--- config.mk ---
export PLATFORM = sky130hd
export DESIGN_NAME = wmc_top
export DESIGN_NICKNAME = d
export VERILOG_FILES = /design/src/rtl/wmc_pkg.sv /design/src/rtl/wmc_top.sv
export SDC_FILE = /design/constraint.sdc
export NUM_CORES = 1
export LEC_CHECK = 0
export ABC_AREA = 1
export BUFFER_PORTS_ARGS = -buffer_cell sky130_fd_sc_hd__buf_2
export CORE_UTILIZATION = 55
export DETAILED_ROUTE_END_ITERATION = 12
export PLACE_DENSITY = 0.8
export SLEW_MARGIN = 20
export SYNTH_ARGS = -nofsm -noshare
export SYNTH_HDL_FRONTEND = slang
export SYNTH_SLANG_ARGS = --single-unit
--- constraint.sdc ---
create_clock -name clock_in -period 6 [get_ports clock_in]
set_clock_uncertainty 0.05 [all_clocks]
set_input_delay 0.3 -clock clock_in [delete_from_list [all_inputs] [get_ports clock_in]]
set_output_delay 0.3 -clock clock_in [all_outputs]
set_load 0.02 [all_outputs]
--- src/rtl/wmc_pkg.sv ---
// Package: register map, field layout and timing for the watchdog/memory block
package wmc_pkg;

    // Register indices; the byte address on the bus is four times the index
    localparam logic [7:0] IDX_PTR0_LO   = 8'h82;
    localparam logic [7:0] IDX_PTR0_HI   = 8'h83;
    localparam logic [7:0] IDX_PTR1_LO   = 8'h84;
    localparam logic [7:0] IDX_PTR1_HI   = 8'h85;
    localparam logic [7:0] IDX_PWR_CTRL  = 8'h87;
    localparam logic [7:0] IDX_WMCTRL    = 8'h96;
    localparam logic [7:0] IDX_IRQ_STAT  = 8'hA0;
    localparam logic [7:0] IDX_IRQ_MASK  = 8'hA1;

    // Reset values
    localparam logic [7:0]  WMCTRL_RST   = 8'h02;
    localparam logic [15:0] PTR_RST      = 16'h0000;
    localparam logic [1:0]  IRQ_RST      = 2'h0;

    // Field positions
    localparam int PWR_LOSS_BIT    = 4;
    localparam int RESTART_BIT     = 1;
    localparam int IRQ_WD_BIT      = 0;
    localparam int IRQ_EE_BIT      = 1;
    localparam int IRQ_W           = 2;
    localparam int PRESCALE_MAX    = 7;

    // Bus answers
    localparam logic [1:0] RESP_OKAY   = 2'h0;
    localparam logic [1:0] RESP_SLVERR = 2'h2;

    // Timing: core clock rate and shortest watchdog period
    localparam int CLK_HZ          = 10_000_000;
    localparam int WD_BASE_MS      = 16;
    localparam int WD_BASE_CYCLES  = (CLK_HZ / 1000) * WD_BASE_MS;

    // Control register layout, bit 7 down to bit 0
    typedef struct packed {
        logic [2:0] prescale;
        logic       eeprom_write_enable;
        logic       eeprom_access_enable;
        logic       pointer_bank_select;
        logic       wd_restart;
        logic       wd_enable;
    } wmc_ctrl_t;

endpackage : wmc_pkg

--- src/rtl/wmc_top.sv ---
// Watchdog, EEPROM steering, dual pointer and power flag block
//
// Register access over AXI4-Lite was decided locally.
`timescale 1ns/1ps
`default_nettype none

// Overview of operation
// RULE_01 - Two 16-bit pointer banks at 82H and 84H
// RULE_02 - Select bit zero uses bank zero, one bank one
// RULE_03 - Software sets select bit before pointer access
// RULE_04 - Power-loss flag bit 4, set at power-up
// RULE_05 - Software sets/clears flag; device reset ignores it (power_loss_flag_out is still cleared while rst_in is high)
// RULE_06 - Prescaler zero gives 16 ms, seven 2048 ms
// RULE_07 - Watchdog runs only while enable bit is one
// RULE_08 - Writing restart one pulses watchdog counter clear
// RULE_09 - Restart bit self-clears next cycle
// RULE_10 - Bit 1 write restarts, read gives ready
// RULE_11 - Ready flag reads one when EEPROM accepts
// RULE_12 - Ready zero while programming, returns one after
// RULE_13 - Access enable steers moves to EEPROM or external
// RULE_14 - Software sets write enable before EEPROM write
// RULE_15 - Software clears write enable after write
// RULE_16 - Control register at 96H with fixed layout
// RULE_17 - Each prescaler step doubles the period
// RULE_18 - Expired enabled watchdog asserts internal reset
module wmc_top #(
    parameter int ADDR_W    = 12,
    parameter int WD_BASE   = wmc_pkg::WD_BASE_CYCLES,
    parameter int WD_CNT_W  = 25
) (
    // Clock, device reset and power-on reset
    input  wire logic              clock_in,
    input  wire logic              rst_in,
    input  wire logic              por_in,
    // AXI4-Lite write address and data
    input  wire logic              s_axi_awvalid_in,
    output logic                   s_axi_awready_out,
    input  wire logic [ADDR_W-1:0] s_axi_awaddr_in,
    input  wire logic              s_axi_wvalid_in,
    output logic                   s_axi_wready_out,
    input  wire logic [31:0]       s_axi_wdata_in,
    input  wire logic [3:0]        s_axi_wstrb_in,
    // AXI4-Lite write response
    output logic                   s_axi_bvalid_out,
    input  wire logic              s_axi_bready_in,
    output logic [1:0]             s_axi_bresp_out,
    // AXI4-Lite read
    input  wire logic              s_axi_arvalid_in,
    output logic                   s_axi_arready_out,
    input  wire logic [ADDR_W-1:0] s_axi_araddr_in,
    output logic                   s_axi_rvalid_out,
    input  wire logic              s_axi_rready_in,
    output logic [31:0]            s_axi_rdata_out,
    output logic [1:0]             s_axi_rresp_out,
    // Pointer datapath update from the core
    input  wire logic              ptr_update_in,
    input  wire logic [15:0]       ptr_value_in,
    // EEPROM programming engine status
    input  wire logic              eeprom_busy_in,
    // Steering and control outputs
    output logic [15:0]            active_pointer_out,
    output logic                   eeprom_access_enable_out,
    output logic                   eeprom_write_enable_out,
    output logic                   power_loss_flag_out,
    // Watchdog reset request and interrupt
    output logic                   wd_reset_out,
    output logic                   irq_out
);

    // Elaboration checks on the parameters
    initial begin
        if (WD_BASE < 1) begin
            $error("wmc_top: WD_BASE must be at least one cycle");
        end
        if ((longint'(WD_BASE) << wmc_pkg::PRESCALE_MAX) >
            (longint'(1) << WD_CNT_W)) begin
            $error("wmc_top: WD_CNT_W too small for longest period");
        end
        if (ADDR_W < 10) begin
            $error("wmc_top: ADDR_W too small for the register map");
        end
    end

    // Hit when a byte address selects the given register index
    function automatic logic idx_hit(input logic [ADDR_W-1:0] addr,
                                     input logic [7:0] idx);
        idx_hit = (addr[1:0] == 2'h0) &&
                  (addr[ADDR_W-1:2] == {{(ADDR_W-10){1'b0}}, idx});
    endfunction : idx_hit

    // Watchdog limit for a prescaler code: base doubled per step
    function automatic logic [WD_CNT_W-1:0] wd_limit(input logic [2:0] ps);
        logic [WD_CNT_W-1:0] base;
        base = WD_CNT_W'(WD_BASE);
        wd_limit = base << ps; // [RULE_06] [RULE_17]
    endfunction : wd_limit

    // Register state
    wmc_pkg::wmc_ctrl_t      ctrl_ff;
    logic [15:0]             ptr0_ff;
    logic [15:0]             ptr1_ff;
    logic                    pwr_loss_ff;
    logic [wmc_pkg::IRQ_W-1:0] irq_stat_ff;
    logic [wmc_pkg::IRQ_W-1:0] irq_mask_ff;

    // Bus state
    logic                    aw_held_ff;
    logic                    w_held_ff;
    logic [ADDR_W-1:0]       aw_addr_ff;
    logic [7:0]              w_byte_ff;
    logic                    w_lane0_ff;

    // Watchdog and EEPROM tracking
    logic [WD_CNT_W-1:0]     wd_cnt_ff;
    logic                    restart_pulse_ff;
    logic                    busy_prev_ff;

    // Decoded write, read and event signals
    logic                    wr_go;
    logic                    wr_en;
    logic                    wr_mapped;
    logic                    rd_go;
    logic                    rd_mapped;
    logic [7:0]              rd_byte;
    logic                    ctrl_wr;
    logic                    wd_expire;
    logic                    ee_done;
    logic                    stat_rd_clr;
    wmc_pkg::wmc_ctrl_t      ctrl_view;

    // A write commits once both address and data are held
    assign wr_go = aw_held_ff && w_held_ff && !s_axi_bvalid_out;
    assign wr_en = wr_go && w_lane0_ff;
    assign rd_go = s_axi_arvalid_in && s_axi_arready_out;

    // Write address decode
    always_comb begin
        wr_mapped = idx_hit(aw_addr_ff, wmc_pkg::IDX_PTR0_LO)
                 || idx_hit(aw_addr_ff, wmc_pkg::IDX_PTR0_HI)
                 || idx_hit(aw_addr_ff, wmc_pkg::IDX_PTR1_LO)
                 || idx_hit(aw_addr_ff, wmc_pkg::IDX_PTR1_HI)
                 || idx_hit(aw_addr_ff, wmc_pkg::IDX_PWR_CTRL)
                 || idx_hit(aw_addr_ff, wmc_pkg::IDX_WMCTRL)
                 || idx_hit(aw_addr_ff, wmc_pkg::IDX_IRQ_STAT)
                 || idx_hit(aw_addr_ff, wmc_pkg::IDX_IRQ_MASK);
    end

    assign ctrl_wr = wr_en && idx_hit(aw_addr_ff, wmc_pkg::IDX_WMCTRL);

    // Control register view: bit 1 shows ready, never the restart write
    always_comb begin
        ctrl_view = ctrl_ff;
        ctrl_view.wd_restart = !eeprom_busy_in; // [RULE_10] [RULE_11] [RULE_12]
    end

    // Read mux; unmapped indices give an error and zero
    always_comb begin
        rd_byte   = 8'h00;
        rd_mapped = 1'b1;
        if (idx_hit(s_axi_araddr_in, wmc_pkg::IDX_PTR0_LO)) begin
            rd_byte = ptr0_ff[7:0];
        end else if (idx_hit(s_axi_araddr_in, wmc_pkg::IDX_PTR0_HI)) begin
            rd_byte = ptr0_ff[15:8];
        end else if (idx_hit(s_axi_araddr_in, wmc_pkg::IDX_PTR1_LO)) begin
            rd_byte = ptr1_ff[7:0];
        end else if (idx_hit(s_axi_araddr_in, wmc_pkg::IDX_PTR1_HI)) begin
            rd_byte = ptr1_ff[15:8];
        end else if (idx_hit(s_axi_araddr_in, wmc_pkg::IDX_PWR_CTRL)) begin
            rd_byte[wmc_pkg::PWR_LOSS_BIT] = pwr_loss_ff;
        end else if (idx_hit(s_axi_araddr_in, wmc_pkg::IDX_WMCTRL)) begin
            rd_byte = ctrl_view; // [RULE_16]
        end else if (idx_hit(s_axi_araddr_in, wmc_pkg::IDX_IRQ_STAT)) begin
            rd_byte[wmc_pkg::IRQ_W-1:0] = irq_stat_ff;
        end else if (idx_hit(s_axi_araddr_in, wmc_pkg::IDX_IRQ_MASK)) begin
            rd_byte[wmc_pkg::IRQ_W-1:0] = irq_mask_ff;
        end else begin
            rd_mapped = 1'b0;
        end
    end

    assign stat_rd_clr = rd_go && idx_hit(s_axi_araddr_in,
                                          wmc_pkg::IDX_IRQ_STAT);

    // Write channels, taken in either order
    always_ff @(posedge clock_in or posedge rst_in) begin
        if (rst_in) begin
            aw_held_ff        <= 1'b0;
            w_held_ff         <= 1'b0;
            aw_addr_ff        <= '0;
            w_byte_ff         <= 8'h00;
            w_lane0_ff        <= 1'b0;
            s_axi_awready_out <= 1'b1;
            s_axi_wready_out  <= 1'b1;
        end else begin
            if (s_axi_awvalid_in && s_axi_awready_out) begin
                aw_held_ff        <= 1'b1;
                aw_addr_ff        <= s_axi_awaddr_in;
                s_axi_awready_out <= 1'b0;
            end
            if (s_axi_wvalid_in && s_axi_wready_out) begin
                w_held_ff        <= 1'b1;
                w_byte_ff        <= s_axi_wdata_in[7:0];
                w_lane0_ff       <= s_axi_wstrb_in[0];
                s_axi_wready_out <= 1'b0;
            end
            // Reopen both channels only after the response is taken
            if (s_axi_bvalid_out && s_axi_bready_in) begin
                aw_held_ff        <= 1'b0;
                w_held_ff         <= 1'b0;
                s_axi_awready_out <= 1'b1;
                s_axi_wready_out  <= 1'b1;
            end
        end
    end

    // Write response
    always_ff @(posedge clock_in or posedge rst_in) begin
        if (rst_in) begin
            s_axi_bvalid_out <= 1'b0;
            s_axi_bresp_out  <= wmc_pkg::RESP_OKAY;
        end else if (wr_go) begin
            s_axi_bvalid_out <= 1'b1;
            s_axi_bresp_out  <= wr_mapped ? wmc_pkg::RESP_OKAY
                                          : wmc_pkg::RESP_SLVERR;
        end else if (s_axi_bready_in) begin
            s_axi_bvalid_out <= 1'b0;
        end
    end

    // Read channel: one read outstanding, data captured at address accept
    always_ff @(posedge clock_in or posedge rst_in) begin
        if (rst_in) begin
            s_axi_arready_out <= 1'b1;
            s_axi_rvalid_out  <= 1'b0;
            s_axi_rdata_out   <= 32'h0000_0000;
            s_axi_rresp_out   <= wmc_pkg::RESP_OKAY;
        end else if (rd_go) begin
            s_axi_arready_out <= 1'b0;
            s_axi_rvalid_out  <= 1'b1;
            s_axi_rdata_out   <= {24'h00_0000, rd_byte};
            s_axi_rresp_out   <= rd_mapped ? wmc_pkg::RESP_OKAY
                                           : wmc_pkg::RESP_SLVERR;
        end else if (s_axi_rvalid_out && s_axi_rready_in) begin
            s_axi_rvalid_out  <= 1'b0;
            s_axi_arready_out <= 1'b1;
        end
    end

    // Control register; the restart bit is always stored as one, never as written
    always_ff @(posedge clock_in or posedge rst_in) begin
        if (rst_in) begin
            ctrl_ff <= wmc_pkg::WMCTRL_RST;
        end else if (ctrl_wr) begin
            ctrl_ff            <= w_byte_ff; // [RULE_16]
            ctrl_ff.wd_restart <= 1'b1;      // [RULE_09]
        end
    end

    // Restart pulse lasts exactly one cycle per write of one
    always_ff @(posedge clock_in or posedge rst_in) begin
        if (rst_in) begin
            restart_pulse_ff <= 1'b0;
        end else begin
            restart_pulse_ff <= ctrl_wr &&
                w_byte_ff[wmc_pkg::RESTART_BIT]; // [RULE_08] [RULE_09]
        end
    end

    // Pointer banks: software bytes win over a core update
    always_ff @(posedge clock_in or posedge rst_in) begin
        if (rst_in) begin
            ptr0_ff <= wmc_pkg::PTR_RST;
            ptr1_ff <= wmc_pkg::PTR_RST;
        end else begin
            if (ptr_update_in) begin
                if (ctrl_ff.pointer_bank_select) begin // [RULE_02]
                    ptr1_ff <= ptr_value_in;
                end else begin
                    ptr0_ff <= ptr_value_in;
                end
            end
            if (wr_en && idx_hit(aw_addr_ff, wmc_pkg::IDX_PTR0_LO)) begin
                ptr0_ff[7:0] <= w_byte_ff; // [RULE_01]
            end
            if (wr_en && idx_hit(aw_addr_ff, wmc_pkg::IDX_PTR0_HI)) begin
                ptr0_ff[15:8] <= w_byte_ff;
            end
            if (wr_en && idx_hit(aw_addr_ff, wmc_pkg::IDX_PTR1_LO)) begin
                ptr1_ff[7:0] <= w_byte_ff; // [RULE_01]
            end
            if (wr_en && idx_hit(aw_addr_ff, wmc_pkg::IDX_PTR1_HI)) begin
                ptr1_ff[15:8] <= w_byte_ff;
            end
        end
    end

    // Active pointer follows the select bit one cycle later
    always_ff @(posedge clock_in or posedge rst_in) begin
        if (rst_in) begin
            active_pointer_out <= wmc_pkg::PTR_RST;
        end else begin
            active_pointer_out <= ctrl_ff.pointer_bank_select
                                  ? ptr1_ff : ptr0_ff; // [RULE_02]
        end
    end

    // Power-loss flag: power-on or a write of one sets it, device reset leaves it
    always_ff @(posedge clock_in or posedge por_in) begin
        if (por_in) begin
            pwr_loss_ff <= 1'b1; // [RULE_04]
        end else if (wr_en && idx_hit(aw_addr_ff, wmc_pkg::IDX_PWR_CTRL)) begin
            pwr_loss_ff <= w_byte_ff[wmc_pkg::PWR_LOSS_BIT]; // [RULE_05]
        end
    end

    // Registered power flag and EEPROM steering bits
    always_ff @(posedge clock_in or posedge rst_in) begin
        if (rst_in) begin
            eeprom_access_enable_out <= 1'b0;
            eeprom_write_enable_out  <= 1'b0;
            power_loss_flag_out      <= 1'b0;
        end else begin
            eeprom_access_enable_out <= ctrl_ff.eeprom_access_enable; // [RULE_13]
            eeprom_write_enable_out  <= ctrl_ff.eeprom_write_enable;
            power_loss_flag_out      <= pwr_loss_ff;
        end
    end

    // Watchdog expiry: enabled counter reaches the limit minus one with no restart
    assign wd_expire = ctrl_ff.wd_enable && !restart_pulse_ff &&
                       (wd_cnt_ff >= wd_limit(ctrl_ff.prescale) - 1'b1);

    // Watchdog counter; disabled or restarted means back to zero
    always_ff @(posedge clock_in or posedge rst_in) begin
        if (rst_in) begin
            wd_cnt_ff <= '0;
        end else if (!ctrl_ff.wd_enable || restart_pulse_ff) begin
            wd_cnt_ff <= '0; // [RULE_07] [RULE_08]
        end else if (wd_expire) begin
            wd_cnt_ff <= '0;
        end else begin
            wd_cnt_ff <= wd_cnt_ff + 1'b1; // [RULE_07]
        end
    end

    // Internal reset request, one cycle wide
    always_ff @(posedge clock_in or posedge rst_in) begin
        if (rst_in) begin
            wd_reset_out <= 1'b0;
        end else begin
            wd_reset_out <= wd_expire; // [RULE_18]
        end
    end

    // Programming end is the falling edge of the busy input
    always_ff @(posedge clock_in or posedge rst_in) begin
        if (rst_in) begin
            busy_prev_ff <= 1'b0;
        end else begin
            busy_prev_ff <= eeprom_busy_in;
        end
    end

    assign ee_done = busy_prev_ff && !eeprom_busy_in; // [RULE_12]

    // Sticky status; an event beats a same-cycle read clear
    always_ff @(posedge clock_in or posedge rst_in) begin
        if (rst_in) begin
            irq_stat_ff <= wmc_pkg::IRQ_RST;
        end else begin
            for (int i = 0; i < wmc_pkg::IRQ_W; i++) begin
                if (stat_rd_clr) begin
                    irq_stat_ff[i] <= 1'b0;
                end
            end
            if (wd_expire) begin
                irq_stat_ff[wmc_pkg::IRQ_WD_BIT] <= 1'b1;
            end
            if (ee_done) begin
                irq_stat_ff[wmc_pkg::IRQ_EE_BIT] <= 1'b1;
            end
        end
    end

    // Mask register; one enables the matching status bit
    always_ff @(posedge clock_in or posedge rst_in) begin
        if (rst_in) begin
            irq_mask_ff <= wmc_pkg::IRQ_RST;
        end else if (wr_en && idx_hit(aw_addr_ff, wmc_pkg::IDX_IRQ_MASK)) begin
            irq_mask_ff <= w_byte_ff[wmc_pkg::IRQ_W-1:0];
        end
    end

    // Level interrupt from a flop
    always_ff @(posedge clock_in or posedge rst_in) begin
        if (rst_in) begin
            irq_out <= 1'b0;
        end else begin
            irq_out <= |(irq_stat_ff & irq_mask_ff);
        end
    end

endmodule : wmc_top

`default_nettype wire
==> impl_metrics.json <==
{
  "max_stage_delay_ps": 560,
  "n_antenna_cell": 0,
  "row_count": 42,
  "drtIter0Drc": 615,
  "setup_violations": 0,
  "ys_warn_count": 0,
  "slew_headroom_pct": 44.26,
  "fp.coreArea_um2": 13350,
  "area_growth_pct": 14.10,
  "cts_sinks": 130,
  "postCtsSetupBuffers": 0,
  "initial_core_util_pct": 56.71,
  "vias": 6678,
  "die_w_um": 119.3,
  "synth_top_area_cell": "dfrtp_1",
  "p_switching_uw": 845.5,
  "p_int_mw": 1.730,
  "required_ps": 6250,
  "rsz0062_at_grt": "no",
  "switching_share_pct": 32.82,
  "pwr-share-clk_pct": 37.6,
  "antenna_found_initial": 0,
  "async_reset_ff_share_pct": 100.0,
  "fmax_mhz": 272.8,
  "cp_cell_sequence": "inv_1, ha_1, inv_1, nor2_1, nor2_2, nand4_1, a21boi_1, nand3_1, o21ai_0, inv_1, ha_1, nand2_1, o21ai_0, a21oi_1, nand4_2, nand2_1, nand2_1",
  "cts_buffers": 17,
  "p_leak_nw": 4.418,
  "cp.depth": 17,
  "clk_latency_ps": 420,
  "reg2reg_to": "irq_stat_ff[0]",
  "min_period_over_period_pct": 61.09,
  "max_cap_viol_count": 0,
  "synthMuxAreaShare_pct": 0,
  "clockBufferDepth": 2,
  "first_pass_iters": 6,
  "synth_compound_area_share_pct": 10.89,
  "ff2ff_path_depth": 17,
  "postRouteAntennaNets": 0,
  "critical_path_class": "reg2reg",
  "track_usage_pct": 27.09,
  "worstPathArrival_ps": 3920,
  "pwr-share-seq_pct": 42.9,
  "gp_congestion": 0.9273,
  "synth_edf_count": 0,
  "cts_tree": "yes",
  "grt_max_degree": 85,
  "critPathCapture": "irq_stat_ff[0]",
  "yosys.area_share.simple_pct": 30.20,
  "dp_cells": 1220,
  "syn_avg_cell_area_um2": 7.804,
  "via_per_inst": 5.330,
  "synth_commonest_cells": "228 x nand2_1, 126 x dfrtp_1, 112 x inv_1",
  "finalMaxSlewViolations": 0,
  "cts_root_buffer": "clkbuf_16",
  "end_kind": "register",
  "critPathTopFamily": "simple AND/OR/NAND/NOR gates",
  "netlist_instances": 970,
  "synth_area_leaders": "dfrtp_1 42%, nand2_1 11%, nand3_1 6.1%, inv_1 5.6%, nor2_1 4.8%",
  "status": "finished, violations left",
  "violations": "negative hold slack",
  "worstHoldPathType": "in2async",
  "synth_seq_cells": 130,
  "period_needed_ps": 3665,
  "cpMaxStageDelayCell": "nand4_2",
  "nets": 1177,
  "synth_cell_type_count": 43,
  "place_hpwl_um": 13370,
  "start_kind": "register",
  "htreeDepth": 4,
  "die_area_um2": 14240,
  "pin_count": 148,
  "synthXorXnorAreaFrac_pct": 1.273,
  "path_clk_slew_ps": 60,
  "portBuffers": 94,
  "drc_errors": 0,
  "synth.most_common_cell": "nand2_1",
  "synth_top_family_by_area": "simple AND/OR/NAND/NOR gates",
  "grt_pass1_wl_um": 30070,
  "synth-seq-area-share_pct": 43.04,
  "syn_area_um2": 7570,
  "ys.flop_type": "dfrtp_1",
  "ff2ff_setup_slack_ps": 2330,
  "drt-total-wl_um": 18500,
  "instances_no_fill": 1253,
  "crit_start": "ctrl_ff[5]",
  "hold_viol": 81,
  "grt_pass1_vias": 6227,
  "worst_slew_pin_slew_ps": 833.5,
  "synth_fa_ha_area_share_pct": 4.298,
  "combPwrFrac_pct": 19.6,
  "yosys.area.top_type_share_pct": 41.65,
  "drive_gt1_share_pct": 17.36,
  "pwr_density_cell_nw_per_um2": 298.2,
  "cp_max_fo": 26,
  "rr_startpoint": "ctrl_ff[5]",
  "ir_drop_mv": 0.3063,
  "fin_hold_ws_ps": -34.60,
  "cp_num_buf_inv": 3,
  "grt_overflow": 0,
  "wl_per_cell_um": 14.76,
  "fin_tns_setup_ps": 0,
  "die_h_um": 119.3
}
-- placed cells by master, fill, tap and decap left out, drive strengths merged, types with 2 or more instances in the layout --
cell,synthesis,routed
clkinvlp,0,3
o21ai,69,69
conb,1,26
or2,10,10
clkbuf,9,21
nor2,110,110
nand2,235,235
dfrtp,126,126
xnor2,2,2
ha,26,26
xor2,9,9
nand3,98,98
buf,39,97
a21oi,21,21
o211ai,17,17
o221ai,19,19
nor3,15,15
nand4,22,22
dfstp,4,4
clkinv,3,7
dlygate4sd3,0,2
o21bai,4,4
nand3b,7,7
inv,118,121
-- metal layers --
layer	track usage (%)	vias up	routed length [µm]
met3	6.274	31	1292
met2	42.84	248	8484
li1	-	3318	-
met1	36.91	3081	8415
met5	0	-	0
met4	8.516	0	304
-- layout make-up --
class / count / area [µm²]
Fill cell: 1191 / 4711
Clock inverter: 10 / 76.32
Sequential cell: 130 / 3258
Timing Repair Buffer: 99 / 513.0
Multi-Input combinational cell: 696 / 3630
Clock buffer: 21 / 480.5
Inverter: 121 / 459.2
Tap cell: 176 / 220.2
-- cell families (layout without fill, tap and decap cells) --
group / count (synthesis) / in the layout
DFF: 130 / 130
xor gates and xnor gates: 11 / 11
and+or+nand+nor: 500 / 500
adders and majority gates: 26 / 26
AOI/OAI and AO/OA: 133 / 133
buffers and inverters: 169 / 251
other: 1 / 26
-- worst min path at each step --
stage,slack (ps),depth (start not counted),startpoint,end
global placement,250,2,por_in,pwr_loss_ff
floorplan,140,1,por_in,pwr_loss_ff
detailed placement,250,2,por_in,pwr_loss_ff
CTS,9,2,s_axi_awvalid_in,s_axi_awready_out
finish,-30,2,rst_in,wd_cnt_ff[21]
global route,20,2,s_axi_wvalid_in,s_axi_wready_out
-- state kept, by name (all words and copies together) (netlist names), 2 cells and up --
register / count
wd_cnt_ff: 25
active_pointer_out: 16
ptr0_ff: 16
ptr1_ff: 16
aw_addr_ff: 12
s_axi_rdata_out: 8
w_byte_ff: 8
ctrl_ff: 7
irq_mask_ff: 2
irq_stat_ff: 2
-- power by group through the flow --
stage	registers (mW)	clock network, mW	logic, mW
after floorplan	1.13	0	0.319
after global placement	1.11	0	0.484
after detailed placement	1.11	0	0.496
after CTS	1.10	0.975	0.505
after global routing	1.12	1.02	0.564
final	1.10	0.968	0.504
-- metrics by stage --
step | cell area [µm²] | hold slack (ps) | setup slack, ps | total power, mW | utilization (%)
floorplan | 7664 | 139.7 | 2214 | 1.452 | -
global placement | 8058 | 248.9 | 2418 | 1.592 | 60.37
detailed placement | 8058 | 250.4 | 2304 | 1.610 | 60.37
CTS | 8635 | 9.269 | 2306 | 2.581 | 64.69
global route | 8637 | 15.90 | 1984 | 2.700 | 64.71
finish | 8637 | -34.60 | 2335 | 2.576 | 64.71
-- what timing repair did --
item / 4_1_cts / 5_1_grt
gates resized for setup: 0 / 0
endpoints found under the hold margin: 2 / 0
hold buffers: 2 / 0
Power figures use the tool's default switching activity.
